===== src/hdl/dcdr_defs.svh =====
`ifndef DCDR_DEFS_SVH
`define DCDR_DEFS_SVH

// External addresses on the indirect register bus
`define DCDR_EXT_ADDR_REG 8'h1B
`define DCDR_EXT_DATA_REG 8'h0F

// Indirect register indices (selected through the address register)
`define DCDR_IDX_AUX_CTL 8'h40
`define DCDR_IDX_M2A_MBX1 8'h41
`define DCDR_IDX_M2A_MBX2 8'h42
`define DCDR_IDX_A2M_MBX1 8'h43
`define DCDR_IDX_A2M_MBX2 8'h44
`define DCDR_IDX_COMM_ADI 8'h45
`define DCDR_IDX_COMM_PTR 8'h46
`define DCDR_IDX_COMM_DATA 8'h47
`define DCDR_IDX_STOR_ADI 8'h48
`define DCDR_IDX_STAT_FOUR 8'h49
`define DCDR_IDX_STAT_FIVE 8'h4A
`define DCDR_IDX_SHADOW 8'h4B

// Special operation codes written to the address register
`define DCDR_SPOP_FIRST 8'hD0
`define DCDR_SPOP_LAST 8'hD9
`define DCDR_SPOP_RESTORE 8'hD1
`define DCDR_SPOP_CLR_TMR 8'hD9

// Reset values
`define DCDR_RST_BYTE 8'h00
`define DCDR_RST_COMM_CODE 5'h00
`define DCDR_RST_STOR_CODE 4'h0

// Communication fault-injection fields (bit 0 is the MSB)
`define DCDR_CADI_REQ_HON 7
`define DCDR_CADI_CODE_HI 4
`define DCDR_CADI_CODE_LO 0
`define DCDR_COMM_CODE_INV_SD1 5'h0A
// Codes 00, 0E and 0F produce no forcing
`define DCDR_COMM_FORCE_MASK 32'hFFFF_3FFE

// Storage address fault-injection fields
`define DCDR_SADI_CODE_HI 7
`define DCDR_SADI_CODE_LO 4
`define DCDR_SADI_INCR_PAR 3
`define DCDR_SADI_SA_DEC 2
`define DCDR_SADI_CTL_DEC 1
// Codes 0 and F produce no forcing
`define DCDR_STOR_FORCE_MASK 16'h7FFE

// Overflow timer
`define DCDR_TIMER_MS 57
`define DCDR_CLK_KHZ 100000
`define DCDR_TIMER_CYCLES (`DCDR_TIMER_MS * `DCDR_CLK_KHZ)

`endif


===== src/hdl/dcdr_pkg.sv =====
package dcdr_pkg;
  typedef logic [7:0] dcdr_byte_t;
  typedef logic [4:0] dcdr_comm_code_t;
  typedef logic [3:0] dcdr_stor_code_t;
endpackage : dcdr_pkg


===== src/hdl/dcdr_regs.sv =====
// Functional notes
// RULE_01: Aux control readable by both, main writes only
// RULE_02: Mailboxes writable only by their sending processor
// RULE_03: Bit 0 forces request-honored active
// RULE_04: Five-bit forcing code held, reset to zero
// RULE_05: Codes 01-03 force parity and decode errors
// RULE_06: Codes 04/06 inhibit or force other request
// RULE_07: Codes 05,07,08,09 force buffer and clock checks
// RULE_08: Code 0A inverts director-one indication
// RULE_09: Codes 0B-0D force checks, 0E-0F nothing
// RULE_10: Codes 10,15 force ALU control checks
// RULE_11: Code 11 holds transfer bus parity active
// RULE_12: Codes 12,13,1D force overrun or underrun
// RULE_13: Codes 14,19,1C disturb indirect bus gates
// RULE_14: Codes 16-18,1A,1B,1E,1F force parity checks
// RULE_15: Buffer pointer increments on each data access; the code steps it only while i_comm_xfer is high
// RULE_16: Storage code 0 normal, 1-3 force checks
// RULE_17: Storage codes 4-9 force refresh/data checks
// RULE_18: Storage codes A-E force gate/select checks
// RULE_19: Storage bits 4-6 clamp parity, force decodes
// RULE_20: Status four shows identity, overflow, power-off
// RULE_21: Status five bit 7 shows expanded storage
// RULE_22: Shadow keeps address register copy on interrupt
// RULE_23: Restore op loads shadow on next cycle
// RULE_24: Op D9 clears the timer overflow flag
`timescale 1ns/1ps
`include "dcdr_defs.svh"

module dcdr_regs #(
  parameter int unsigned TIMER_CYCLES = `DCDR_TIMER_CYCLES
) (
  input wire logic i_clk_sys,
  input wire logic i_rstn,
  input wire logic i_ir_wr,
  input wire logic i_ir_rd,
  input wire logic [7:0] i_ir_ext_addr,
  input wire logic [7:0] i_ir_wdata,
  input wire logic i_src_aux,
  input wire logic i_comm_xfer,
  input wire logic i_irq_save,
  input wire logic i_is_director_one,
  input wire logic i_pwr_off_ctl,
  input wire logic i_pwr_off_bd1,
  input wire logic i_pwr_off_bd2,
  input wire logic i_expanded_stg,
  output logic [7:0] o_ir_rdata,
  output logic o_ir_rvalid,
  output logic [7:0] o_aux_ctl,
  output logic [7:0] o_m2a_mbx1,
  output logic [7:0] o_m2a_mbx2,
  output logic [7:0] o_a2m_mbx1,
  output logic [7:0] o_a2m_mbx2,
  output logic [7:0] o_comm_buf_ptr,
  output logic [7:0] o_indirect_addr,
  output logic o_force_req_honored,
  output logic [31:0] o_comm_force,
  output logic o_sd1_indication,
  output logic [15:0] o_stor_force,
  output logic o_clamp_incr_parity,
  output logic o_force_sa_decode,
  output logic o_force_ctl_decode
);

  localparam int unsigned TW = $clog2(TIMER_CYCLES + 1);
  localparam logic [TW-1:0] TIMER_LAST = TW'(TIMER_CYCLES - 1);
  localparam logic [TW-1:0] TIMER_ZERO = '0;
  localparam logic [TW-1:0] TIMER_ONE = TW'(1);

  dcdr_pkg::dcdr_byte_t addr_reg, addr_next;
  dcdr_pkg::dcdr_byte_t shadow_reg, shadow_next;
  dcdr_pkg::dcdr_byte_t aux_ctl_reg;
  dcdr_pkg::dcdr_byte_t m2a1_reg, m2a2_reg, a2m1_reg, a2m2_reg;
  dcdr_pkg::dcdr_byte_t comm_adi_reg, stor_adi_reg;
  dcdr_pkg::dcdr_byte_t ptr_reg, ptr_next;
  dcdr_pkg::dcdr_byte_t rdata_reg, rdata_next;
  dcdr_pkg::dcdr_byte_t rd_word;
  dcdr_pkg::dcdr_byte_t stat_four, stat_five;
  dcdr_pkg::dcdr_comm_code_t comm_code;
  dcdr_pkg::dcdr_stor_code_t stor_code;
  logic rvalid_reg;
  logic restore_pend_reg;
  logic tmr_ovf_reg, tmr_ovf_next;
  logic [TW-1:0] tmr_cnt_reg, tmr_cnt_next;
  logic [31:0] comm_hot;
  logic [15:0] stor_hot;

  // Bus decode
  wire acc_addr = i_ir_ext_addr == `DCDR_EXT_ADDR_REG;
  wire acc_data = i_ir_ext_addr == `DCDR_EXT_DATA_REG;
  wire wr_addr = i_ir_wr && acc_addr;
  wire wr_data = i_ir_wr && acc_data;
  wire rd_data = i_ir_rd && acc_data;
  wire is_spop = (i_ir_wdata >= `DCDR_SPOP_FIRST) &&
                 (i_ir_wdata <= `DCDR_SPOP_LAST);
  wire wr_plain_addr = wr_addr && !is_spop;
  wire op_restore = wr_addr && (i_ir_wdata == `DCDR_SPOP_RESTORE);
  wire op_clr_tmr = wr_addr && (i_ir_wdata == `DCDR_SPOP_CLR_TMR);
  wire from_main = !i_src_aux;

  // Per-register write enables
  wire we_ctl = wr_data && from_main &&
                addr_reg == `DCDR_IDX_AUX_CTL; // RULE_01
  wire we_m2a1 = wr_data && from_main &&
                 addr_reg == `DCDR_IDX_M2A_MBX1; // RULE_02
  wire we_m2a2 = wr_data && from_main &&
                 addr_reg == `DCDR_IDX_M2A_MBX2; // RULE_02
  wire we_a2m1 = wr_data && i_src_aux &&
                 addr_reg == `DCDR_IDX_A2M_MBX1; // RULE_02
  wire we_a2m2 = wr_data && i_src_aux &&
                 addr_reg == `DCDR_IDX_A2M_MBX2; // RULE_02
  wire we_cadi = wr_data && addr_reg == `DCDR_IDX_COMM_ADI;
  wire we_sadi = wr_data && addr_reg == `DCDR_IDX_STOR_ADI;
  wire we_ptr = wr_data && addr_reg == `DCDR_IDX_COMM_PTR;
  wire we_shadow = wr_data && addr_reg == `DCDR_IDX_SHADOW;
  // Each data-register access during a transfer steps the pointer
  wire ptr_inc = (wr_data || rd_data) && i_comm_xfer &&
                 addr_reg == `DCDR_IDX_COMM_DATA; // RULE_15
  wire timer_full = tmr_cnt_reg == TIMER_LAST;

  // Restore beats a plain address write landing in the same cycle
  assign addr_next = restore_pend_reg ? shadow_reg :
                     wr_plain_addr ? i_ir_wdata : addr_reg; // RULE_23
  assign shadow_next = i_irq_save ? addr_reg :
                       we_shadow ? i_ir_wdata : shadow_reg; // RULE_22
  assign ptr_next = we_ptr ? i_ir_wdata :
                    ptr_inc ? 8'(ptr_reg + 8'h01) : ptr_reg; // RULE_15
  assign tmr_cnt_next = timer_full ? TIMER_ZERO :
                        TW'(tmr_cnt_reg + TIMER_ONE);
  // Overflow set wins over a clear in the same cycle
  assign tmr_ovf_next = timer_full ? 1'b1 :
                        op_clr_tmr ? 1'b0 : tmr_ovf_reg; // RULE_24

  always_ff @(posedge i_clk_sys or negedge i_rstn) begin
    if (!i_rstn) begin
      addr_reg <= `DCDR_RST_BYTE;
      shadow_reg <= `DCDR_RST_BYTE;
      restore_pend_reg <= 1'b0;
      ptr_reg <= `DCDR_RST_BYTE;
    end else begin
      addr_reg <= addr_next;
      shadow_reg <= shadow_next;
      restore_pend_reg <= op_restore; // RULE_23
      ptr_reg <= ptr_next;
    end
  end

  always_ff @(posedge i_clk_sys or negedge i_rstn) begin
    if (!i_rstn) begin
      aux_ctl_reg <= `DCDR_RST_BYTE;
      m2a1_reg <= `DCDR_RST_BYTE;
      m2a2_reg <= `DCDR_RST_BYTE;
      a2m1_reg <= `DCDR_RST_BYTE;
      a2m2_reg <= `DCDR_RST_BYTE;
    end else begin
      if (we_ctl) aux_ctl_reg <= i_ir_wdata;
      if (we_m2a1) m2a1_reg <= i_ir_wdata;
      if (we_m2a2) m2a2_reg <= i_ir_wdata;
      if (we_a2m1) a2m1_reg <= i_ir_wdata;
      if (we_a2m2) a2m2_reg <= i_ir_wdata;
    end
  end

  // Forcing codes stay until software rewrites them
  always_ff @(posedge i_clk_sys or negedge i_rstn) begin
    if (!i_rstn) begin
      comm_adi_reg <= `DCDR_RST_BYTE; // RULE_04
      stor_adi_reg <= `DCDR_RST_BYTE; // RULE_16
    end else begin
      if (we_cadi) comm_adi_reg <= i_ir_wdata;
      if (we_sadi) stor_adi_reg <= i_ir_wdata;
    end
  end

  always_ff @(posedge i_clk_sys or negedge i_rstn) begin
    if (!i_rstn) begin
      tmr_cnt_reg <= TIMER_ZERO;
      tmr_ovf_reg <= 1'b0;
    end else begin
      tmr_cnt_reg <= tmr_cnt_next;
      tmr_ovf_reg <= tmr_ovf_next; // RULE_20
    end
  end

  // Fault-injection decode; combinational so forcing acts at once
  assign comm_code = comm_adi_reg[`DCDR_CADI_CODE_HI:`DCDR_CADI_CODE_LO];
  assign stor_code = stor_adi_reg[`DCDR_SADI_CODE_HI:`DCDR_SADI_CODE_LO];

  genvar gi;
  generate
    for (gi = 0; gi < 32; gi++) begin : g_comm
      assign comm_hot[gi] = comm_code == 5'(gi);
    end
    for (gi = 0; gi < 16; gi++) begin : g_stor
      assign stor_hot[gi] = stor_code == 4'(gi);
    end
  endgenerate

  // RULE_05 RULE_06 RULE_07 RULE_09 RULE_10 RULE_11 RULE_12 RULE_13
  assign o_comm_force = comm_hot & `DCDR_COMM_FORCE_MASK; // RULE_14
  // RULE_16 RULE_17
  assign o_stor_force = stor_hot & `DCDR_STOR_FORCE_MASK; // RULE_18
  assign o_force_req_honored = comm_adi_reg[`DCDR_CADI_REQ_HON]; // RULE_03
  assign o_sd1_indication = i_is_director_one ^
    (comm_code == `DCDR_COMM_CODE_INV_SD1); // RULE_08
  assign o_clamp_incr_parity = stor_adi_reg[`DCDR_SADI_INCR_PAR]; // RULE_19
  assign o_force_sa_decode = stor_adi_reg[`DCDR_SADI_SA_DEC]; // RULE_19
  assign o_force_ctl_decode = stor_adi_reg[`DCDR_SADI_CTL_DEC]; // RULE_19

  // Status bytes; bit 0 is the MSB, unused bits read zero
  assign stat_four = {1'b0, o_sd1_indication, !i_is_director_one, 1'b0,
                      tmr_ovf_reg, i_pwr_off_ctl, i_pwr_off_bd1,
                      i_pwr_off_bd2}; // RULE_20
  assign stat_five = {7'h00, i_expanded_stg}; // RULE_21

  always_comb begin
    unique case (addr_reg)
      `DCDR_IDX_AUX_CTL: rd_word = aux_ctl_reg; // RULE_01
      `DCDR_IDX_M2A_MBX1: rd_word = m2a1_reg;
      `DCDR_IDX_M2A_MBX2: rd_word = m2a2_reg;
      `DCDR_IDX_A2M_MBX1: rd_word = a2m1_reg;
      `DCDR_IDX_A2M_MBX2: rd_word = a2m2_reg;
      `DCDR_IDX_COMM_ADI: rd_word = comm_adi_reg;
      `DCDR_IDX_COMM_PTR: rd_word = ptr_reg;
      `DCDR_IDX_STOR_ADI: rd_word = stor_adi_reg;
      `DCDR_IDX_STAT_FOUR: rd_word = stat_four;
      `DCDR_IDX_STAT_FIVE: rd_word = stat_five;
      `DCDR_IDX_SHADOW: rd_word = shadow_reg;
      default: rd_word = `DCDR_RST_BYTE;
    endcase
  end

  assign rdata_next = !i_ir_rd ? rdata_reg :
                      acc_addr ? addr_reg :
                      acc_data ? rd_word : `DCDR_RST_BYTE;

  always_ff @(posedge i_clk_sys or negedge i_rstn) begin
    if (!i_rstn) begin
      rdata_reg <= `DCDR_RST_BYTE;
      rvalid_reg <= 1'b0;
    end else begin
      rdata_reg <= rdata_next;
      rvalid_reg <= i_ir_rd;
    end
  end

  assign o_ir_rdata = rdata_reg;
  assign o_ir_rvalid = rvalid_reg;
  assign o_aux_ctl = aux_ctl_reg;
  assign o_m2a_mbx1 = m2a1_reg;
  assign o_m2a_mbx2 = m2a2_reg;
  assign o_a2m_mbx1 = a2m1_reg;
  assign o_a2m_mbx2 = a2m2_reg;
  assign o_comm_buf_ptr = ptr_reg;
  assign o_indirect_addr = addr_reg;

  chk_ctl_aux_block: assert property (@(posedge i_clk_sys) // RULE_01
    disable iff (!i_rstn)
    (wr_data && i_src_aux && addr_reg == `DCDR_IDX_AUX_CTL)
    |=> $stable(o_aux_ctl)) else $error("aux wrote control");

  chk_mbx_main_block: assert property (@(posedge i_clk_sys) // RULE_02
    disable iff (!i_rstn)
    (wr_data && from_main && addr_reg == `DCDR_IDX_A2M_MBX1)
    |=> $stable(o_a2m_mbx1)) else $error("main wrote aux mailbox");

  chk_ptr_step_one: assert property (@(posedge i_clk_sys) // RULE_15
    disable iff (!i_rstn)
    ptr_inc |=> o_comm_buf_ptr == 8'($past(o_comm_buf_ptr) + 8'h01))
    else $error("pointer did not step by one");

  chk_restore_load: assert property (@(posedge i_clk_sys) // RULE_23
    disable iff (!i_rstn)
    (op_restore && !i_irq_save && !we_shadow)
    |=> ##1 o_indirect_addr == $past(shadow_reg, 2))
    else $error("restore did not load shadow");

  chk_spop_no_addr: assert property (@(posedge i_clk_sys) // RULE_23
    disable iff (!i_rstn)
    (wr_addr && is_spop && !restore_pend_reg) |=> $stable(o_indirect_addr))
    else $error("special op changed address");

  chk_ovf_clear: assert property (@(posedge i_clk_sys) // RULE_24
    disable iff (!i_rstn)
    (op_clr_tmr && !timer_full) |=> !stat_four[3])
    else $error("overflow not cleared");

  chk_ovf_set: assert property (@(posedge i_clk_sys) // RULE_20
    disable iff (!i_rstn)
    timer_full |=> stat_four[3] && tmr_cnt_reg == TIMER_ZERO)
    else $error("overflow not flagged");

  chk_code_zero_idle: assert property (@(posedge i_clk_sys) // RULE_04
    disable iff (!i_rstn)
    comm_code == `DCDR_RST_COMM_CODE |-> o_comm_force == 32'h0000_0000)
    else $error("forcing with code zero");

  chk_sd1_invert: assert property (@(posedge i_clk_sys) // RULE_08
    disable iff (!i_rstn)
    (we_cadi && i_ir_wdata[4:0] == `DCDR_COMM_CODE_INV_SD1)
    |=> o_sd1_indication != i_is_director_one)
    else $error("identity not inverted");

  chk_stor_idle: assert property (@(posedge i_clk_sys) // RULE_16
    disable iff (!i_rstn)
    stor_code == `DCDR_RST_STOR_CODE |-> o_stor_force == 16'h0000)
    else $error("storage forcing with code zero");

  chk_ctl_main_write: assert property (@(posedge i_clk_sys) // RULE_01
    disable iff (!i_rstn)
    we_ctl |=> o_aux_ctl == $past(i_ir_wdata))
    else $error("main write to control lost");

  chk_m2a_aux_block: assert property (@(posedge i_clk_sys) // RULE_02
    disable iff (!i_rstn)
    (wr_data && i_src_aux && addr_reg == `DCDR_IDX_M2A_MBX1)
    |=> $stable(o_m2a_mbx1)) else $error("aux wrote main mailbox");

  chk_m2a2_aux_block: assert property (@(posedge i_clk_sys) // RULE_02
    disable iff (!i_rstn)
    (wr_data && i_src_aux && addr_reg == `DCDR_IDX_M2A_MBX2)
    |=> $stable(o_m2a_mbx2)) else $error("aux wrote second mailbox");

  chk_a2m2_main_block: assert property (@(posedge i_clk_sys) // RULE_02
    disable iff (!i_rstn)
    (wr_data && from_main && addr_reg == `DCDR_IDX_A2M_MBX2)
    |=> $stable(o_a2m_mbx2)) else $error("main wrote second aux box");

  chk_a2m_aux_write: assert property (@(posedge i_clk_sys) // RULE_02
    disable iff (!i_rstn)
    we_a2m1 |=> o_a2m_mbx1 == $past(i_ir_wdata))
    else $error("aux mailbox write lost");

  chk_req_hon_load: assert property (@(posedge i_clk_sys) // RULE_03
    disable iff (!i_rstn)
    we_cadi |=> o_force_req_honored ==
    $past(i_ir_wdata[`DCDR_CADI_REQ_HON]))
    else $error("request honored bit not loaded");

  chk_comm_code_held: assert property (@(posedge i_clk_sys) // RULE_04
    disable iff (!i_rstn)
    !we_cadi |=> $stable(comm_code))
    else $error("forcing code changed unasked");

  chk_ptr_load: assert property (@(posedge i_clk_sys) // RULE_15
    disable iff (!i_rstn)
    we_ptr |=> o_comm_buf_ptr == $past(i_ir_wdata))
    else $error("pointer not loaded");

  chk_ptr_hold: assert property (@(posedge i_clk_sys) // RULE_15
    disable iff (!i_rstn)
    !(we_ptr || ptr_inc) |=> $stable(o_comm_buf_ptr))
    else $error("pointer moved without access");

  chk_shadow_save: assert property (@(posedge i_clk_sys) // RULE_22
    disable iff (!i_rstn)
    i_irq_save |=> shadow_reg == $past(o_indirect_addr))
    else $error("shadow missed address copy");

  chk_sd1_plain: assert property (@(posedge i_clk_sys) // RULE_08
    disable iff (!i_rstn)
    (comm_code != `DCDR_COMM_CODE_INV_SD1)
    |-> o_sd1_indication == i_is_director_one)
    else $error("identity changed without code");

  chk_ovf_hold: assert property (@(posedge i_clk_sys) // RULE_20
    disable iff (!i_rstn)
    (!timer_full && !op_clr_tmr) |=> $stable(tmr_ovf_reg))
    else $error("overflow flag moved");

  chk_sa_decode_load: assert property (@(posedge i_clk_sys) // RULE_19
    disable iff (!i_rstn)
    we_sadi |=> o_force_sa_decode ==
    $past(i_ir_wdata[`DCDR_SADI_SA_DEC]))
    else $error("address decode bit not loaded");

  chk_restore_wins: assert property (@(posedge i_clk_sys) // RULE_23
    disable iff (!i_rstn)
    (restore_pend_reg && wr_plain_addr)
    |=> o_indirect_addr == $past(shadow_reg))
    else $error("plain write beat restore");

endmodule : dcdr_regs

===== config.mk =====
export PLATFORM = sky130hd
export DESIGN_NAME = dcdr_regs
export DESIGN_NICKNAME = d
export VERILOG_FILES = /design/src/hdl/dcdr_pkg.sv /design/src/hdl/dcdr_regs.sv
export VERILOG_INCLUDE_DIRS = /design/src /design/src/hdl
export SDC_FILE = /design/constraint.sdc
export NUM_CORES = 1
export LEC_CHECK = 0
export BUFFER_PORTS_ARGS = -buffer_cell sky130_fd_sc_hd__buf_4
export CAP_MARGIN = 0
export CELL_PAD_IN_SITES_DETAIL_PLACEMENT = 0
export CELL_PAD_IN_SITES_GLOBAL_PLACEMENT = 1
export CORE_MARGIN = 10
export CORE_UTILIZATION = 45
export CTS_BUF_LIST = sky130_fd_sc_hd__clkbuf_8
export DETAILED_ROUTE_END_ITERATION = 8
export PLACE_DENSITY = 0.89
export SYNTH_ARGS = -nofsm -noshare
export SYNTH_HDL_FRONTEND = slang
export SYNTH_SLANG_ARGS = --single-unit

===== constraint.sdc =====
create_clock -name i_clk_sys -period 6.6 [get_ports i_clk_sys]
set_input_delay 1.32 -clock i_clk_sys [delete_from_list [all_inputs] [get_ports i_clk_sys]]
set_output_delay 1.32 -clock i_clk_sys [all_outputs]
set_load 0.01 [all_outputs]

==> results.py, run 1 <==
metrics = {
    "grt": {
        "grt_pass1_vias": 5211,
        "grt_pass1_wl_mm": 29.1,
        "grt_max_degree": 70,
        "globalRouteOverflowTotal": 0,
        "grt_use_total": 0.201,
        "grt_antenna_before_repair": 0,
    },
    "power_and_ir_drop": {
        "combPwrFrac": 0.069,
        "ir_drop_mv": 0.239,
        "p_per_area_nw_per_um2": 187,
        "power.share.sequential": 0.496,
        "p_leak_uw": 0.00362,
        "pwr-share-clk": 0.435,
        "p_sw_uw": 338,
        "power.internal_uw": 1100,
        "p_sw_frac": 0.235,
        "total_power_uw": 1440,
    },
    "setup_path": {
        "crit_chain": "or2_2, nor2_1, xor2_1, buf_4",
        "required_ns": 5.28,
        "critPathMaxStageDelay_ns": 0.44,
        "criticalPathCategory": "reg -> out",
        "critPathArrivalTime_ns": 1.91,
        "cp-end-kind": "output pin",
        "critPathMaxFanout": 8,
        "start_kind": "flip-flop",
        "cp_slowest_cell": "dfrtp_1",
    },
    "route": {
        "drt_first_pass_iters": 6,
        "route.detailed.drc": 0,
        "wire_per_inst_um": 20.8,
        "ant_nets": 0,
        "drt_wl_total_mm": 19.2,
        "routed_via_density": 5.80,
        "vias": 5344,
        "wl_met1_mm": 7.78,
        "first_iter_violations": 494,
        "highest_layer": "met4",
        "met2_length_mm": 9.32,
        "wl_met3_mm": 1.77,
    },
    "sta": {
        "rsz0062_at_grt": "false",
        "finalCritPeriodShare": 0.489,
        "finalSetupTns_ns": 0,
        "finalSetupViolCount": 0,
        "timing.fmax_ghz": 0.310,
        "hold_viol": 0,
        "worst_slew_pin_slew_ns": 1.18,
        "slew_viol_final": 0,
        "relSlewSlack": 0.208,
        "min_period_ns": 3.23,
        "skew_ns": 0.00880,
    },
    "yosys": {
        "synth_compound_area_frac": 0.0931,
        "ys_ff_latch": 114,
        "yosysWarningCount": 0,
        "synthMuxAreaShare": 0.177,
        "ys_top_cells_by_area": "dfrtp_1 (46%), mux2_2 (12%), nor2_1 (4.2%)",
        "synth_cells": 609,
        "yosys.area.top_type": "dfrtp_1",
        "syn_area_per_cell_um2": 10.2,
        "synth.cell_area_um2": 6180,
        "synth_edf_count": 0,
        "synth_cell_types": 63,
        "synth_top_family_by_area": "simple AND/OR/NAND/NOR gates",
        "synth_top_area_frac": 0.461,
        "yosysSeqAreaShare": 0.461,
        "synthArstFlopShare": 1.00,
        "synth-simple-area-share": 0.197,
        "synthAdderAreaFrac": 0.00405,
        "synth_xor_area_frac": 0.0312,
        "ys.flop_type": "dfrtp_1",
    },
    "cells_and_area": {
        "area_growth_pct": 24.5,
        "nNetsFinal": 765,
        "largest_reg_flops": 23,
        "fillCellCount": 1151,
        "insertedDiodeCount": 0,
        "drive_gt1_frac": 0.346,
    },
    "cts": {
        "cts_setup_buffers": 0,
        "clkLatencyLatePin_ns": 0.43,
        "clk_path_buf_depth": 2,
        "clk_pin_slew_worst_paths_ns": 0.07,
        "cts_resized": 0,
        "clockRootBuffer": "clkbuf_8",
        "cts-hold-fix-buffers": 0,
        "htree_levels": 4,
        "cts_sinks": 114,
        "cts_tree": "built",
        "numCtsBuffers": 17,
    },
    "die": {
        "io_pins": 146,
        "die_x_um": 137,
        "start_util": 0.463,
        "core_um2": 13300,
        "num_rows": 42,
        "dieArea_um2": 18800,
        "die_h_um": 137,
    },
    "run": {
        "drv_cap": 0,
    },
    "hold_path": {
        "hp-class": "reg -> reg",
    },
    "status": {
        "status": "finished, final reports clean",
    },
    "place": {
        "port-buffer-count": 140,
        "place_congestion": 0.953,
        "hpwl_mm": 14.1,
    },
}
[kinds of logic after synthesis]
family          Yosys count
compound gates           91
xor+xnor                 22
fa+ha+maj                 2
buf+inv                  51
flops                   114
mux                      97
other cells               1
simple gates            231
[synthesized netlist by cell type (2+ instances only)]
library cell / count
a21oi_1: 12
a221oi_1: 5
a22oi_1: 9
a2bb2oi_1: 2
a31oi_1: 8
a41oi_1: 2
and2_1: 2
and3_1: 7
and4b_1: 2
buf_1: 6
buf_2: 7
buf_4: 5
clkbuf_1: 24
dfrtp_1: 114
ha_1: 2
inv_1: 8
mux2_2: 67
mux2i_1: 26
mux4_2: 3
nand2_1: 54
nand2b_1: 8
nand3_1: 19
nand3b_1: 8
nand4_1: 7
nor2_1: 70
nor2_4: 2
nor2b_1: 9
nor3_1: 13
nor4_1: 7
nor4_2: 2
nor4b_4: 2
o21ai_0: 36
o221ai_1: 2
o22ai_1: 3
o31ai_1: 2
or2_2: 3
or3_1: 2
or4_1: 4
xnor2_1: 12
xor2_1: 10
[final cells by class]
type | instances | area, µm² | area share
multi-input combinational | 448 | 3130 | 0.406
sequential | 114 | 2850 | 0.370
tap | 176 | 220 | 0.0286
clock buffer | 21 | 289 | 0.0375
clock inverter | 8 | 88.8 | 0.0115
timing repair buffer | 145 | 1090 | 0.141
inverter | 9 | 33.8 | 0.00439
[through the flow]
stage / cells / util / area [µm²] / setup slack [ns] / hold WS [ns]
after detailed placement: 892 / 0.549 / 7320 / 3.04 / 0.469
after CTS: 921 / 0.577 / 7700 / 3.37 / 0.479
after floorplan: 613 / - / 6200 / 3.43 / 0.438
after global routing: 921 / 0.577 / 7700 / 3.27 / 0.486
after global placement: 892 / 0.549 / 7320 / 3.07 / 0.460
final: 921 / 0.577 / 7700 / 3.37 / 0.490
[routing by layer]
layer | track usage | up-vias
met5 | 0 | -
met4 | 0.0492 | 0
met3 | 0.0583 | 19
met2 | 0.325 | 258
met1 | 0.260 | 2650
li1 | - | 2417
[worst paths after layout]
path                                    start                end  slack (ns)  cells after the start
setup / recovery              comm_adi_reg[4]   o_sd1_indication        3.37                      4
hold / removal                tmr_cnt_reg[22]    tmr_cnt_reg[22]        0.49                      1
setup reg to reg           o_indirect_addr[4]  o_comm_buf_ptr[2]        3.79                      5
hold reg to reg               tmr_cnt_reg[22]    tmr_cnt_reg[22]        0.49                      1
max in group asynchronous              i_rstn  o_comm_buf_ptr[6]        4.43                      2
min in group asynchronous              i_rstn      o_m2a_mbx2[2]        0.90                      1
[critical path: cells and delay by family (launching register included)]
kind          cells  cell delay [ns]
simple gates      2             0.72
flops             1             0.44
xor+xnor          1             0.18
buf+inv           1             0.14
[layout by cell type (no fill, tap or decap), drive strengths merged, types with 9 or more instances in the layout]
cell type / synthesis / final
xnor2: 12 / 12
nor3: 15 / 15
o21ai: 37 / 37
clkbuf: 24 / 21
nand3: 20 / 20
a21oi: 12 / 12
mux2i: 26 / 26
nor2b: 9 / 9
nor2: 72 / 72
nor4: 10 / 10
mux2: 68 / 68
a22oi: 9 / 9
xor2: 10 / 10
nand2: 55 / 55
buf: 18 / 145
inv: 8 / 11
dfrtp: 114 / 114
[power by group through the flow]
stage               registers, µW  clock network [µW]  logic, µW
floorplan                     727                   0       47.4
global placement              727                   0       98.3
detailed placement            728                   0       99.9
CTS                           715                 639        100
global route                  715                 673        109
finish                        715                 627        100
Note: power is estimated with default switching activity, not from simulation.
==> inputs of run 2 (changes only) <==
--- a/config.mk
+++ b/config.mk
@@ -11,10 +11,10 @@
 export CELL_PAD_IN_SITES_DETAIL_PLACEMENT = 0
 export CELL_PAD_IN_SITES_GLOBAL_PLACEMENT = 1
 export CORE_MARGIN = 10
-export CORE_UTILIZATION = 45
+export CORE_UTILIZATION = 43
 export CTS_BUF_LIST = sky130_fd_sc_hd__clkbuf_8
 export DETAILED_ROUTE_END_ITERATION = 8
-export PLACE_DENSITY = 0.89
+export PLACE_DENSITY = 0.86
 export SYNTH_ARGS = -nofsm -noshare
 export SYNTH_HDL_FRONTEND = slang
 export SYNTH_SLANG_ARGS = --single-unit
==> constraint.sdc (replaced) <==
create_clock -name i_clk_sys -period 3 [get_ports i_clk_sys]
set_input_delay 0.6 -clock i_clk_sys [delete_from_list [all_inputs] [get_ports i_clk_sys]]
set_output_delay 0.6 -clock i_clk_sys [all_outputs]
set_load 0.01 [all_outputs]
==> results.py, run 2 (synthesized netlist as in run 1, its figures left out) <==
metrics = {
    "cells_and_area": {
        "nNetsFinal": 778,
        "final_common_cell": "buf_4",
        "insertedDiodeCount": 0,
        "drive_gt1_frac": 0.355,
        "multiInputGateArea_um2": 3130,
        "largest_reg_flops": 23,
        "fillCellCount": 1243,
        "area_growth_pct": 25.7,
        "layout_common_cells": "buf_4 (157), dfrtp_1 (114), nor2_1 (70), mux2_2 (67), nand2_1 (54)",
        "regArea_um2": 2850,
    },
    "setup_path": {
        "criticalPathCategory": "reg -> reg",
        "reg2reg_slack_ns": 0.39,
        "cp-end-kind": "flip-flop",
        "r2r_cells": 4,
        "required_ns": 3.32,
        "critPathArrivalTime_ns": 2.94,
        "start_kind": "flip-flop",
        "critPathMaxFanout": 9,
    },
    "place": {
        "port-buffer-count": 140,
        "place_congestion": 0.931,
        "hpwl_mm": 14.5,
    },
    "sta": {
        "skew_ns": 0.0120,
        "finalSetupTns_ns": 0,
        "relSlewSlack": 0.504,
        "slew_viol_final": 0,
        "hold_viol": 0,
        "worst_slew_pin_slew_ns": 0.738,
        "min_period_ns": 2.61,
        "rsz0062_at_grt": "false",
        "finalCritPeriodShare": 0.872,
        "finalSetupViolCount": 0,
        "timing.fmax_ghz": 0.382,
        "holdWs_ns": 0.228,
    },
    "route": {
        "ant_nets": 0,
        "vias": 5421,
        "first_iter_violations": 490,
        "wire_per_inst_um": 21.4,
        "route.detailed.drc": 0,
        "routed_via_density": 5.77,
        "drt_first_pass_iters": 5,
        "drt_wl_total_mm": 20.1,
    },
    "cts": {
        "clk_path_buf_depth": 2,
        "clk_pin_slew_worst_paths_ns": 0.06,
        "cts_resized": 0,
        "clockRootBuffer": "clkbuf_8",
        "numCtsBuffers": 17,
        "cts_tree": "built",
        "htree_levels": 4,
        "cts-hold-fix-buffers": 0,
        "cts_setup_buffers": 0,
        "clkLatencyLatePin_ns": 0.44,
        "cts_sinks": 114,
    },
    "die": {
        "num_rows": 43,
        "dieArea_um2": 19600,
        "start_util": 0.442,
        "core_um2": 14000,
        "die_h_um": 140,
        "io_pins": 146,
        "die_x_um": 140,
    },
    "run": {
        "drv_cap": 0,
    },
    "grt": {
        "grt_max_degree": 58,
        "grt_pass1_wl_mm": 30.9,
        "grt_use_total": 0.197,
        "globalRouteOverflowTotal": 0,
        "grt_antenna_before_repair": 0,
        "grt_pass1_vias": 5416,
    },
    "power_and_ir_drop": {
        "p_per_area_nw_per_um2": 391,
        "p_sw_frac": 0.255,
        "power.share.sequential": 0.518,
        "p_leak_uw": 0.00368,
        "ir_drop_mv": 0.276,
        "pwr-share-clk": 0.407,
        "combPwrFrac": 0.075,
        "power.internal_uw": 2270,
        "total_power_uw": 3040,
        "p_sw_uw": 776,
    },
    "status": {
        "status": "finished, final reports clean",
    },
    "hold_path": {
        "hp-class": "in -> async",
    },
}
run 2: cell count changes in the layout (fill, tap and decap cells not counted), sizes merged:
| cell | previous run | this run |
|---|---|---|
| bufinv | 2 | 0 |
| clkinvlp | 1 | 2 |
| inv | 11 | 14 |
| buf | 145 | 158 |
run 2: layout make-up:
class                           count  area share
Multi-Input combinational cell    448       0.402
Clock inverter                     10     0.00612
Tap cell                          180      0.0290
Clock buffer                       21      0.0372
Sequential cell                   114       0.367
Inverter                            9     0.00435
Timing Repair Buffer              158       0.154
run 2: power groups by stage:
stage | Combinational [µW] | Clock, µW | Sequential, µW
after floorplan | 104 | 0 | 1600
after global placement | 221 | 0 | 1600
after detailed placement | 227 | 0 | 1600
after CTS | 227 | 1250 | 1580
after global routing | 248 | 1330 | 1580
final | 228 | 1240 | 1580
run 2: path summary, 6_finish.rpt:
| check | from | end |
|---|---|---|
| worst max-delay path | o_indirect_addr[4] | comm_adi_reg[5] |
| worst min-delay path | i_rstn | o_a2m_mbx1[1] |
| worst max register to register | o_indirect_addr[4] | comm_adi_reg[5] |
| worst min register to register | tmr_cnt_reg[22] | tmr_cnt_reg[22] |
| max in group asynchronous | i_rstn | comm_adi_reg[5] |
| min in group i_clk_sys | i_ir_rd | o_ir_rvalid |
run 2: per-layer routing:
metal / wire length [µm] / track usage / vias to the layer above
met1: 8350 / 0.247 / 2728
met2: 9780 / 0.319 / 210
met3: 1410 / 0.0534 / 41
met5: 0 / 0 / -
li1: - / - / 2442
met4: 558 / 0.0728 / 0
run 2: critical path, stage by stage, from the launching register on:
cell and delay, ns:
dfrtp_1 0.46, or4b_2 0.72, nor3_2 0.42, nand3_1 0.47, mux2_2 0.43
run 2: metrics by stage:
step	setup slack, ns	area (µm²)	utilization	std cells
2_1_floorplan	0.552	6200	-	613
3_5_place_dp	0.216	7440	0.532	909
3_3_place_gp	0.274	7440	0.532	909
4_1_cts	0.434	7770	0.556	940
6_report	0.385	7770	0.556	940
5_1_grt	0.261	7770	0.556	940
